<file path="src/core/eecs_pkg.sv">
package eecs_pkg;
	// ==========================================================
	// Bus geometry and reset source count
	localparam int          ADDR_W       = 4;
	localparam int          DATA_W       = 32;
	localparam int          NUM_RST_SRC  = 4;
	// ==========================================================
	// Register byte offsets
	localparam logic [3:0]  OFS_CTRL     = 4'h0;
	localparam logic [3:0]  OFS_UNLOCK   = 4'h4;
	localparam logic [3:0]  OFS_STATUS   = 4'h8;
	localparam logic [3:0]  OFS_MASK     = 4'hC;
	// ==========================================================
	// Control register fields
	localparam int          CTRL_RSTART  = 0;
	localparam int          CTRL_WSTART  = 1;
	localparam int          CTRL_PERMIT  = 2;
	localparam int          CTRL_ERROR   = 3;
	localparam int          CTRL_W       = 4;
	// ==========================================================
	// Interrupt status / mask fields
	localparam int          EVT_WDONE    = 0;
	localparam int          EVT_WERR     = 1;
	localparam int          EVT_RDONE    = 2;
	localparam int          EVT_W        = 3;
	// ==========================================================
	// Reset source index on the synchroniser
	localparam int          SRC_EXTCLR   = 0;
	localparam int          SRC_WDOG     = 1;
	localparam int          SRC_BROWN    = 2;
	localparam int          SRC_SLEEP    = 3;
	// ==========================================================
	// Unlock key bytes, reset values and bus response codes
	localparam logic [7:0]  UNLOCK_KEY1  = 8'h55;
	localparam logic [7:0]  UNLOCK_KEY2  = 8'hAA;
	localparam logic [3:0]  CTRL_RST     = 4'h0;
	localparam logic [2:0]  EVT_RST      = 3'h0;
	localparam logic [1:0]  RESP_OKAY    = 2'h0;
	localparam logic [1:0]  RESP_SLVERR  = 2'h2;
endpackage

</file>
<file path="src/core/eecs_sync_if.sv">
`timescale 1ns/1ps
interface eecs_sync_if;
	import eecs_pkg::*;
	logic [NUM_RST_SRC-1:0] raw;
	logic [NUM_RST_SRC-1:0] synced;
	modport sync (input raw, output synced);
	modport user (output raw, input synced);
endinterface

</file>
<file path="src/core/eecs_sync.sv">
`timescale 1ns/1ps
module eecs_sync
	import eecs_pkg::*;
(
	input  wire logic aclk,
	input  wire logic aresetn,
	eecs_sync_if.sync sif
);
	// ==========================================================
	// Two-stage synchroniser, one per pin
	logic [NUM_RST_SRC-1:0] meta_ff;
	logic [NUM_RST_SRC-1:0] hold_ff;
	logic [NUM_RST_SRC-1:0] nxt_meta;
	logic [NUM_RST_SRC-1:0] nxt_hold;

	genvar gi;
	generate
		for (gi = 0; gi < NUM_RST_SRC; gi++) begin : g_bit
			// First stage only feeds the second stage
			always_comb begin
				nxt_meta[gi] = sif.raw[gi];
				nxt_hold[gi] = meta_ff[gi];
			end
			always_ff @(posedge aclk) begin
				if (!aresetn) begin
					meta_ff[gi] <= 1'b0;
					hold_ff[gi] <= 1'b0;
				end else begin
					meta_ff[gi] <= nxt_meta[gi];
					hold_ff[gi] <= nxt_hold[gi];
				end
			end
		end
	endgenerate

	assign sif.synced = hold_ff;
endmodule // eecs_sync

</file>
<file path="src/core/eecs_top.sv">
// Implementation choices: register access over AXI4-Lite and the register addresses.
`timescale 1ns/1ps
// Operation
// Only control bits 3..0 exist; bits 7..4 read back as zero.
// Write aborted by external clear, watchdog or brown-out sets error bit 3.
// Error bit clear means last write finished; software reads and writes it.
// Permit bit 2 high allows array writes; low blocks every write.
// Write-start bit 1 launches a write; hardware clears it on completion.
// Write-start bit reads zero whenever no array write is running.
// Read-start bit 0 launches a one-cycle read, then hardware clears it.
// Software can only set the start bits; writing zero does nothing.
// Permit bit clears at power-up and never by hardware afterwards.
// Write completion sets the store-done flag; software must clear it.
// Write-start is refused unless permit was already set beforehand.
// Software writes 55h then AAh to unlock port before write-start.
// Writes to the upper unimplemented control bits are ignored.
module eecs_top
	import eecs_pkg::*;
(
	input  wire logic              aclk,
	input  wire logic              aresetn,
	// AXI4-Lite slave
	input  wire logic [ADDR_W-1:0] s_axi_awaddr,
	input  wire logic              s_axi_awvalid,
	output logic                   s_axi_awready,
	input  wire logic [DATA_W-1:0] s_axi_wdata,
	input  wire logic [3:0]        s_axi_wstrb,
	input  wire logic              s_axi_wvalid,
	output logic                   s_axi_wready,
	output logic [1:0]             s_axi_bresp,
	output logic                   s_axi_bvalid,
	input  wire logic              s_axi_bready,
	input  wire logic [ADDR_W-1:0] s_axi_araddr,
	input  wire logic              s_axi_arvalid,
	output logic                   s_axi_arready,
	output logic [DATA_W-1:0]      s_axi_rdata,
	output logic [1:0]             s_axi_rresp,
	output logic                   s_axi_rvalid,
	input  wire logic              s_axi_rready,
	// Storage array side
	output logic                   arr_wr_start,
	output logic                   arr_wr_abort,
	output logic                   arr_rd_start,
	input  wire logic              arr_wr_done,
	// Reset sources from pins, active high while asserted
	input  wire logic              external_clear_pin,
	input  wire logic              watchdog_timer_rst,
	input  wire logic              brownout_reset,
	input  wire logic              core_sleep,
	// Interrupt
	output logic                   irq
);
	// ==========================================================
	// Pin synchronisation
	eecs_sync_if sif ();

	assign sif.raw[SRC_EXTCLR] = external_clear_pin;
	assign sif.raw[SRC_WDOG]   = watchdog_timer_rst;
	assign sif.raw[SRC_BROWN]  = brownout_reset;
	assign sif.raw[SRC_SLEEP]  = core_sleep;

	eecs_sync u_sync (
		.aclk    (aclk),
		.aresetn (aresetn),
		.sif     (sif)
	);

	// ==========================================================
	// Bus state
	logic              awready_ff, nxt_awready;
	logic              wready_ff,  nxt_wready;
	logic              aw_hold_ff, nxt_aw_hold;
	logic              w_hold_ff,  nxt_w_hold;
	logic [ADDR_W-1:0] awaddr_ff,  nxt_awaddr;
	logic [7:0]        wbyte_ff,   nxt_wbyte;
	logic              wlane_ff,   nxt_wlane;
	logic              bvalid_ff,  nxt_bvalid;
	logic [1:0]        bresp_ff,   nxt_bresp;
	logic              arready_ff, nxt_arready;
	logic              rvalid_ff,  nxt_rvalid;
	logic [DATA_W-1:0] rdata_ff,   nxt_rdata;
	logic [1:0]        rresp_ff,   nxt_rresp;

	// ==========================================================
	// Block state
	logic [CTRL_W-1:0] ctrl_ff,    nxt_ctrl;
	logic              key1_ff,    nxt_key1;
	logic              armed_ff,   nxt_armed;
	logic [EVT_W-1:0]  status_ff,  nxt_status;
	logic [EVT_W-1:0]  mask_ff,    nxt_mask;
	logic              wr_go_ff,   nxt_wr_go;
	logic              wr_abt_ff,  nxt_wr_abt;
	logic              rd_go_ff,   nxt_rd_go;
	logic              irq_ff,     nxt_irq;

	// Decoded strobes shared by both groups
	logic              commit;
	logic              rd_take;
	logic              ctrl_wr, unlock_wr, mask_wr, status_rd;
	logic              abort_src;
	// Events raised this cycle, kept apart from the stored flags so a
	// clearing read that lands on the same edge cannot swallow one
	logic [EVT_W-1:0]  evt;

	// ==========================================================
	// Access decode
	always_comb begin
		commit    = aw_hold_ff && w_hold_ff && !bvalid_ff;
		rd_take   = s_axi_arvalid && arready_ff;
		ctrl_wr   = commit && wlane_ff && (awaddr_ff == OFS_CTRL);
		unlock_wr = commit && wlane_ff && (awaddr_ff == OFS_UNLOCK);
		mask_wr   = commit && wlane_ff && (awaddr_ff == OFS_MASK);
		// Word index only, so the clear matches the read decode
		status_rd = rd_take
		         && (s_axi_araddr[ADDR_W-1:2] == OFS_STATUS[ADDR_W-1:2]);
		// Watchdog only counts as abort outside sleep
		abort_src = sif.synced[SRC_EXTCLR] || sif.synced[SRC_BROWN]
		         || (sif.synced[SRC_WDOG] && !sif.synced[SRC_SLEEP]);
	end

	// ==========================================================
	// AXI4-Lite channel handling: address and data taken in
	// either order, write committed once both are held
	always_comb begin
		nxt_awready = awready_ff;
		nxt_wready  = wready_ff;
		nxt_aw_hold = aw_hold_ff;
		nxt_w_hold  = w_hold_ff;
		nxt_awaddr  = awaddr_ff;
		nxt_wbyte   = wbyte_ff;
		nxt_wlane   = wlane_ff;
		nxt_bvalid  = bvalid_ff;
		nxt_bresp   = bresp_ff;
		nxt_arready = arready_ff;
		nxt_rvalid  = rvalid_ff;
		nxt_rdata   = rdata_ff;
		nxt_rresp   = rresp_ff;
		if (s_axi_awvalid && awready_ff) begin
			nxt_aw_hold = 1'b1;
			nxt_awready = 1'b0;
			nxt_awaddr  = {s_axi_awaddr[ADDR_W-1:2], 2'b00};
		end
		if (s_axi_wvalid && wready_ff) begin
			nxt_w_hold = 1'b1;
			nxt_wready = 1'b0;
			nxt_wbyte  = s_axi_wdata[7:0];
			nxt_wlane  = s_axi_wstrb[0];
		end
		if (commit) begin
			nxt_aw_hold = 1'b0;
			nxt_w_hold  = 1'b0;
			nxt_bvalid  = 1'b1;
			nxt_bresp   = RESP_OKAY;
		end
		// Ready is reopened only after the response is taken
		if (bvalid_ff && s_axi_bready) begin
			nxt_bvalid  = 1'b0;
			nxt_awready = 1'b1;
			nxt_wready  = 1'b1;
		end
		if (rd_take) begin
			nxt_arready = 1'b0;
			nxt_rvalid  = 1'b1;
			nxt_rresp   = RESP_OKAY;
			case (s_axi_araddr[ADDR_W-1:2])
				OFS_CTRL[ADDR_W-1:2]:
					nxt_rdata = {28'h0000000, ctrl_ff};
				OFS_UNLOCK[ADDR_W-1:2]:
					nxt_rdata = 32'h00000000;
				OFS_STATUS[ADDR_W-1:2]:
					nxt_rdata = {29'h00000000, status_ff};
				OFS_MASK[ADDR_W-1:2]:
					nxt_rdata = {29'h00000000, mask_ff};
				default: begin
					nxt_rdata = 32'h00000000;
					nxt_rresp = RESP_SLVERR;
				end
			endcase
		end
		if (rvalid_ff && s_axi_rready) begin
			nxt_rvalid  = 1'b0;
			nxt_arready = 1'b1;
		end
	end

	always_ff @(posedge aclk) begin
		if (!aresetn) begin
			awready_ff <= 1'b1;
			wready_ff  <= 1'b1;
			aw_hold_ff <= 1'b0;
			w_hold_ff  <= 1'b0;
			awaddr_ff  <= '0;
			wbyte_ff   <= 8'h00;
			wlane_ff   <= 1'b0;
			bvalid_ff  <= 1'b0;
			bresp_ff   <= RESP_OKAY;
			arready_ff <= 1'b1;
			rvalid_ff  <= 1'b0;
			rdata_ff   <= 32'h00000000;
			rresp_ff   <= RESP_OKAY;
		end else begin
			awready_ff <= nxt_awready;
			wready_ff  <= nxt_wready;
			aw_hold_ff <= nxt_aw_hold;
			w_hold_ff  <= nxt_w_hold;
			awaddr_ff  <= nxt_awaddr;
			wbyte_ff   <= nxt_wbyte;
			wlane_ff   <= nxt_wlane;
			bvalid_ff  <= nxt_bvalid;
			bresp_ff   <= nxt_bresp;
			arready_ff <= nxt_arready;
			rvalid_ff  <= nxt_rvalid;
			rdata_ff   <= nxt_rdata;
			rresp_ff   <= nxt_rresp;
		end
	end

	// ==========================================================
	// Control bits, unlock sequence, events and interrupt
	always_comb begin
		nxt_ctrl   = ctrl_ff;
		nxt_key1   = key1_ff;
		nxt_armed  = armed_ff;
		nxt_status = status_ff;
		nxt_mask   = mask_ff;
		nxt_wr_go  = 1'b0;
		nxt_wr_abt = 1'b0;
		nxt_rd_go  = 1'b0;
		evt        = {EVT_W{1'b0}};

		// Read strobe lives exactly one cycle
		nxt_ctrl[CTRL_RSTART] = 1'b0;
		if (ctrl_ff[CTRL_RSTART])
			evt[EVT_RDONE] = 1'b1;

		// Unlock: 55h then AAh, any other byte disarms
		if (unlock_wr) begin
			nxt_key1  = (wbyte_ff == UNLOCK_KEY1) && !key1_ff;
			nxt_armed = key1_ff && (wbyte_ff == UNLOCK_KEY2);
		end

		if (ctrl_wr) begin
			// Upper byte bits are dropped
			nxt_ctrl[CTRL_PERMIT] = wbyte_ff[CTRL_PERMIT];
			nxt_ctrl[CTRL_ERROR]  = wbyte_ff[CTRL_ERROR];
			// Zero writes to start bits are ignored
			if (wbyte_ff[CTRL_RSTART] && !ctrl_ff[CTRL_WSTART]) begin
				nxt_ctrl[CTRL_RSTART] = 1'b1;
				nxt_rd_go = 1'b1;
			end
			// Old permit value gates the start, not this write's
			if (wbyte_ff[CTRL_WSTART] && ctrl_ff[CTRL_PERMIT]
			    && armed_ff && !ctrl_ff[CTRL_WSTART]) begin
				nxt_ctrl[CTRL_WSTART] = 1'b1;
				nxt_wr_go = 1'b1;
			end
			// Key is used up by any control write
			nxt_armed = 1'b0;
			nxt_key1  = 1'b0;
		end

		// Completion clears the busy bit
		if (ctrl_ff[CTRL_WSTART] && arr_wr_done) begin
			nxt_ctrl[CTRL_WSTART] = 1'b0;
			evt[EVT_WDONE] = 1'b1;
		end else if (ctrl_ff[CTRL_WSTART] && abort_src) begin
			// Abort wins over a software clear of the error bit
			nxt_ctrl[CTRL_WSTART] = 1'b0;
			nxt_ctrl[CTRL_ERROR]  = 1'b1;
			nxt_wr_abt            = 1'b1;
			evt[EVT_WERR]         = 1'b1;
		end

		if (mask_wr)
			nxt_mask = wbyte_ff[EVT_W-1:0];

		// Read-to-clear; an event in the same cycle wins over the clear,
		// even when its flag was already set before the read
		if (status_rd)
			nxt_status = evt;
		else
			nxt_status = status_ff | evt;
	end

	// Interrupt level from the next status and mask
	always_comb begin
		nxt_irq = |(nxt_status & nxt_mask);
	end

	always_ff @(posedge aclk) begin
		if (!aresetn) begin
			ctrl_ff   <= CTRL_RST;
			key1_ff   <= 1'b0;
			armed_ff  <= 1'b0;
			status_ff <= EVT_RST;
			mask_ff   <= EVT_RST;
			wr_go_ff  <= 1'b0;
			wr_abt_ff <= 1'b0;
			rd_go_ff  <= 1'b0;
			irq_ff    <= 1'b0;
		end else begin
			ctrl_ff   <= nxt_ctrl;
			key1_ff   <= nxt_key1;
			armed_ff  <= nxt_armed;
			status_ff <= nxt_status;
			mask_ff   <= nxt_mask;
			wr_go_ff  <= nxt_wr_go;
			wr_abt_ff <= nxt_wr_abt;
			rd_go_ff  <= nxt_rd_go;
			irq_ff    <= nxt_irq;
		end
	end

	// ==========================================================
	// Outputs, all straight from flip-flops
	assign s_axi_awready = awready_ff;
	assign s_axi_wready  = wready_ff;
	assign s_axi_bvalid  = bvalid_ff;
	assign s_axi_bresp   = bresp_ff;
	assign s_axi_arready = arready_ff;
	assign s_axi_rvalid  = rvalid_ff;
	assign s_axi_rdata   = rdata_ff;
	assign s_axi_rresp   = rresp_ff;
	assign arr_wr_start  = wr_go_ff;
	assign arr_wr_abort  = wr_abt_ff;
	assign arr_rd_start  = rd_go_ff;
	assign irq           = irq_ff;
endmodule // eecs_top

</file>
<file path="config.mk">
export PLATFORM = sky130hd
export DESIGN_NAME = eecs_top
export DESIGN_NICKNAME = d
export VERILOG_FILES = /design/src/core/eecs_pkg.sv /design/src/core/eecs_sync_if.sv /design/src/core/eecs_sync.sv /design/src/core/eecs_top.sv
export SDC_FILE = /design/constraint.sdc
export NUM_CORES = 1
export LEC_CHECK = 0
export ABC_AREA = 1
export BUFFER_PORTS_ARGS = -buffer_cell sky130_fd_sc_hd__buf_2
export CAP_MARGIN = 0
export CORE_MARGIN = 8
export CORE_UTILIZATION = 48
export CTS_CLUSTER_DIAMETER = 50
export CTS_CLUSTER_SIZE = 28
export DETAILED_ROUTE_END_ITERATION = 8
export PLACE_DENSITY = 0.85
export SYNTH_ARGS = -nofsm -noshare
export SYNTH_HDL_FRONTEND = slang
export SYNTH_SLANG_ARGS = --single-unit
</file>
<file path="constraint.sdc">
create_clock -name aclk -period 2.3 [get_ports aclk]
set_input_delay 0.575 -clock aclk [delete_from_list [all_inputs] [get_ports aclk]]
set_output_delay 0.575 -clock aclk [all_outputs]
set_load 0.1 [all_outputs]
</file>
==> Word level (Yosys, flattened, before mapping) <==
Cells that the tools add are included.
{ "classes": {"n_eq_ne": 7, "mux": 13, "n_bitwise": 3, "n_reduce_logical": 37} }
{ "ops": {"columns": ["operator", "n"], "rows": [
  ["32-bit one-hot mux with 4 select lines", 1],
  ["1-bit logical AND", 21],
  ["1-bit 2-to-1 mux", 9],
  ["8-bit by 7-bit == test with 1-bit output, second input constant", 1],
  ["8-bit == test, second input constant", 1],
  ["2-bit OR reduction", 4],
  ["2-bit == test, second input constant", 3],
  ["3-bit 2-to-1 mux", 2],
  ["3-bit OR reduction", 2],
  ["2-bit by 1-bit == test with 1-bit output, second input constant", 2],
  ["1-bit zero test", 4],
  ["4-bit zero test", 1],
  ["4-bit 2-to-1 mux", 1],
  ["2-bit AND reduction", 2],
  ["3-bit AND", 1],
  ["3-bit bitwise OR", 1],
  ["2-bit zero test", 1],
  ["1-bit logical OR", 2],
  ["1-bit inverter", 1]
]} }
{ "totals": {"reg_bits": 73, "output_inout_bits": 45, "wordCells": 90} }

==> Depth between registers and ports, before layout <==
{ "logic_depth": {"ltp_word": 10, "mapped_depth": 9, "depth_no_buf": 9} }

==> By module <==
Synthesis repeated with hierarchy kept, for this count alone.
{ "hier_totals": {"cells_unflattened": 251, "hier_area_um2": 1970.6} }
{ "by_module_without_submodules": {"columns": ["mod", "instances", "cells_each", "area_per_inst_um2", "seq_area_each_um2"], "rows": [
  ["eecs_top", 1, 226, 1745.4, 740.7],
  ["eecs_sync", 1, 25, 225.2, 160.2]
]} }

==> Worst setup path before layout <==
OpenSTA, ideal clock, no wires.
{ "synth_path": {"path_kind": "reg2reg", "start": "register arready_ff, in the netlist s_axi_arready", "end": "register irq_ff, in the netlist irq", "setup_time_ns": 0.109, "t_arrival_ns": 1.814, "required_ns": 2.191, "setup_slack_ns": 0.377, "path_stages_with_launch": 10, "synth_period_minus_slack_ns": 1.923, "path_cell_list": "dfxtp_1 nand2_1 inv_1 nand2_1 nand2_1 nand2_1 nand3_1 nand3_1 nand2_1 inv_1"} }
{ "synth_via": {"elab_chain_len": 5} }
{ "synth_rtl": {"columns": ["item", "line", "rtl"], "rows": [
  ["start: declaration", "eecs_top.sv:79", "logic arready_ff, nxt_arready;"],
  ["start signal: assignment", "eecs_top.sv:211", "arready_ff <= nxt_arready;"],
  ["1-bit logical AND", "eecs_top.sv:109", "rd_take = s_axi_arvalid && arready_ff;"],
  ["1-bit logical AND", "eecs_top.sv:115", "&& (s_axi_araddr[ADDR_W-1:2] == OFS_STATUS[ADDR_W-1:2]);"],
  ["3-bit 2-to-1 mux", "eecs_top.sv:279", "if (status_rd)"],
  ["3-bit AND", "eecs_top.sv:287", "nxt_irq = |(nxt_status & nxt_mask);"],
  ["3-bit OR reduction", "eecs_top.sv:287", null],
  ["end signal: assignment", "eecs_top.sv:310", "irq_ff <= nxt_irq;"],
  ["end: declaration", "eecs_top.sv:94", "logic irq_ff, nxt_irq;"]
]} }
Every way passes these cells.
A chain may end at the register's enable or synchronous reset.

==> Worst setup path in the final report <==
{ "layout_path": {"start": "register bvalid_ff, in the netlist s_axi_bvalid", "end": "output s_axi_bvalid"} }
{ "layout_lines": {"columns": ["item", "line", "rtl"], "rows": [
  ["start: declaration", "eecs_top.sv:77", "logic bvalid_ff, nxt_bvalid;"],
  ["start signal: assignment", "eecs_top.sv:209", "bvalid_ff <= nxt_bvalid;"],
  ["end: declaration", "eecs_top.sv:31", "output logic s_axi_bvalid,"]
]} }
No word-level cell between the ends.

==> results.sh <==
export IMPL_timing_final_max_slew_violations=0
export IMPL_yosysUniqueCellTypes=26
export IMPL_worst_setup_path_start_kind="flip-flop"
export IMPL_crit_family="buffers and inverters"
export IMPL_critPathRequiredTime_ns=1.73
export IMPL_dp_cells=332
export IMPL_maximum_number_of_pins_on_one_net_before_global_route_repair=28
export IMPL_largest_family_of_logic_cells_by_synthesized_area="simple AND/OR/NAND/NOR gates"
export IMPL_worstHoldStart="u_sync.meta_ff[2]"
export IMPL_antenna_found_initial=0
export IMPL_final_core_util_pct=54.2
export IMPL_fin_area_sq_um=2150
export IMPL_synthSimpleGateAreaFrac_pct=22.0
export IMPL_yosys_warnings=0
export IMPL_status="completed"
export IMPL_cp_cell_sequence="buf_2"
export IMPL_crit_path_max_fanout=5
export IMPL_area_growth_syn_to_layout_pct=9.63
export IMPL_yosysSeqAreaShare_pct=45.9
export IMPL_fin_crit_ns=1.77
export IMPL_layout_common_cells="45 x sky130_fd_sc_hd__nand2_1, 45 x sky130_fd_sc_hd__dfxtp_1, 37 x sky130_fd_sc_hd__buf_2"
export IMPL_antenna_cells=0
export IMPL_timing_rr_start="s_axi_arready"
export IMPL_hold_path_cell_count=2
export IMPL_finalSetupViolations=0
export IMPL_die_width_microns=79.9
export IMPL_reg2reg_to="irq"
export IMPL_grt_overflow_total=0
export IMPL_syn_area_sq_um=1960
export IMPL_worst_slack_ns=0.534
export IMPL_htree_num_levels=2
export IMPL_clk_insertion_delay_late_ns=0.29
export IMPL_hold_ep="u_sync.sif.synced[2]"
export IMPL_holdCritPathClass="reg2reg"
export IMPL_clock_root_buffer="sky130_fd_sc_hd__clkbuf_8"
export IMPL_max_clock_path_buffers=2
export IMPL_finalWeightedCongestion=0.804
export IMPL_coreArea_sq_um=3970
export IMPL_port_buffers=37
export IMPL_hpwl_mm=2.95
export IMPL_worst_ir_drop_vdd_mv=0.445
export IMPL_cts_inserted_buffers=5
export IMPL_postCtsResizedCells=0
export IMPL_synth_fa_ha_area_share_pct=0
export IMPL_synth_main_ff_cell="sky130_fd_sc_hd__dfxtp_1"
export IMPL_detailedRoute_firstIterationViolations=87
export IMPL_post_synth_cell_area_avg_sq_um=7.85
export IMPL_vias_per_cell=4.53
export IMPL_timing_hold_violations_final=0
export IMPL_synth_async_sr_flop_share_pct=0
export IMPL_layout_nets=345
export IMPL_num_rows=23
export IMPL_dp_slack_ns=0.719
export IMPL_hold_ws_ns=0.416
export IMPL_maximum_cell_stage_delay_along_the_critical_path_ns=0.47
export IMPL_worstPathArrival_ns=1.19
export IMPL_reg2regPathDepth=9
export IMPL_fillCellCount=392
export IMPL_p_per_area_nw_per_um2=817
export IMPL_global_route_wire_length_before_repair_mm=5.76
export IMPL_postcts_setup_bufs=0
export IMPL_die_span_y_microns=79.9
export IMPL_layout_drive_gt1_share_pct=19.0
export IMPL_synth_compound_gate_area_share_pct=12.6
export IMPL_muxShareOfSynthArea_pct=0
export IMPL_grt_pass1_vias=1356
export IMPL_critPathCaptureType="output port"
export IMPL_worst_r2r_setup_slack_ns=0.98
export IMPL_postRouteWirelength_mm=3.76
export IMPL_syn_instance_count=250
export IMPL_drc=0
export IMPL_max_clock_freq_mhz=566
export IMPL_fin_cells=340
export IMPL_totalNegativeSetupSlack_ns=0
export IMPL_rsz0062_at_grt="false"
export IMPL_worst_clock_skew_ns=0.00384
export IMPL_wl_per_cell_microns=11.1
export IMPL_critical_path_buf_inv_count=1
export IMPL_cell_with_the_biggest_individual_delay_on_the_critical_path="sky130_fd_sc_hd__buf_2"
export IMPL_initial_core_util_pct=49.4
export IMPL_path_clk_slew_ns=0.08
export IMPL_drt_first_pass_iters=4
export IMPL_placed_area_sq_um=2070
export IMPL_cts_sinks=45
export IMPL_cts_hold_fix_buffers=0
export IMPL_tritoncts="built"
export IMPL_die_area_sq_um=6390
export IMPL_antenna_violating_nets_post_route=0
export IMPL_synth_edff_count=0
export IMPL_period_share_pct=76.8
export IMPL_synth_ff_latch_count=45
export IMPL_total_power_mw=1.76
export IMPL_boundaryPins=101
export IMPL_yosys_area_share_xor_xnor_pct=0
export IMPL_worstSetupPathType="reg2out"
export IMPL_power_leakage_nw=1.07
export IMPL_grt_usage_pct=11.3
export IMPL_via_count=1539
export IMPL_cap_violations=0
-- registers in the layout, indices dropped and copies added (netlist names), 2 cells and up --
name and flops:
u_sync.meta_ff 4, s_axi_rdata 4, ctrl_ff 3, status_ff 3
wbyte_ff 8, mask_ff 3, awaddr_ff 2, u_sync.sif.synced 4
-- kinds of logic (layout without fill, tap and decap cells) --
family                 after synthesis  in the layout
buffers and inverters               67             76
DFF                                 45             45
and+or+nand+nor                     92             92
AOI/OAI and AO/OA                   45             45
other                                1             32
-- worst max path at each step --
stage                  startpoint      endpoint  slack, ns  depth (start not counted)
detailed placement  s_axi_arvalid           irq       0.72                         10
finish               s_axi_bvalid  s_axi_bvalid       0.53                          1
global route         s_axi_bvalid  s_axi_bvalid       0.50                          1
floorplan           s_axi_arready           irq       0.38                          9
CTS                  s_axi_bvalid  s_axi_bvalid       0.52                          1
global placement    s_axi_arvalid           irq       0.74                         10
-- cell type report --
type	instances	area, sq um	share of cell area [%]
timing repair buffer	38	193	8.96
tap	50	62.6	2.91
clock inverter	2	10.0	0.465
sequential	45	901	41.9
inverter	30	113	5.24
clock buffer	6	72.6	3.37
multi-input combinational	169	800	37.2
-- per-layer routing --
metal | global-route usage (%) | up-vias | wire length (microns) | share of wire [%]
met1 | 12.8 | 672 | 1580 | 42
met2 | 18.4 | 53 | 1750 | 46
met4 | 5.45 | 0 | 46 | 1.2
li1 | - | 809 | - | -
met3 | 4.28 | 5 | 386 | 10
met5 | 0 | - | 0 | 0
-- where the power goes --
group          leakage [nW]  switching (mW)  internal (mW)  total [mW]
clock network        0.0450           0.250          0.211       0.461
registers             0.369          0.0229          0.818       0.841
logic                 0.655           0.401         0.0541       0.456
-- synth_stat cells (3+ instances only) --
| cell type | n | share of area (%) |
|---|---|---|
| sky130_fd_sc_hd__inv_1 | 30 | 5.7 |
| sky130_fd_sc_hd__a21oi_1 | 19 | 4.8 |
| sky130_fd_sc_hd__dfxtp_1 | 45 | 46 |
| sky130_fd_sc_hd__o21ai_0 | 18 | 4.6 |
| sky130_fd_sc_hd__nand3_1 | 12 | 3.1 |
| sky130_fd_sc_hd__nor2_1 | 20 | 3.8 |
| sky130_fd_sc_hd__nand4_1 | 4 | 1.3 |
| sky130_fd_sc_hd__nor2_4 | 3 | 1.7 |
| sky130_fd_sc_hd__nand2_1 | 45 | 8.6 |
| sky130_fd_sc_hd__buf_4 | 33 | 13 |
No activity file was read; power rests on OpenSTA's default activity.
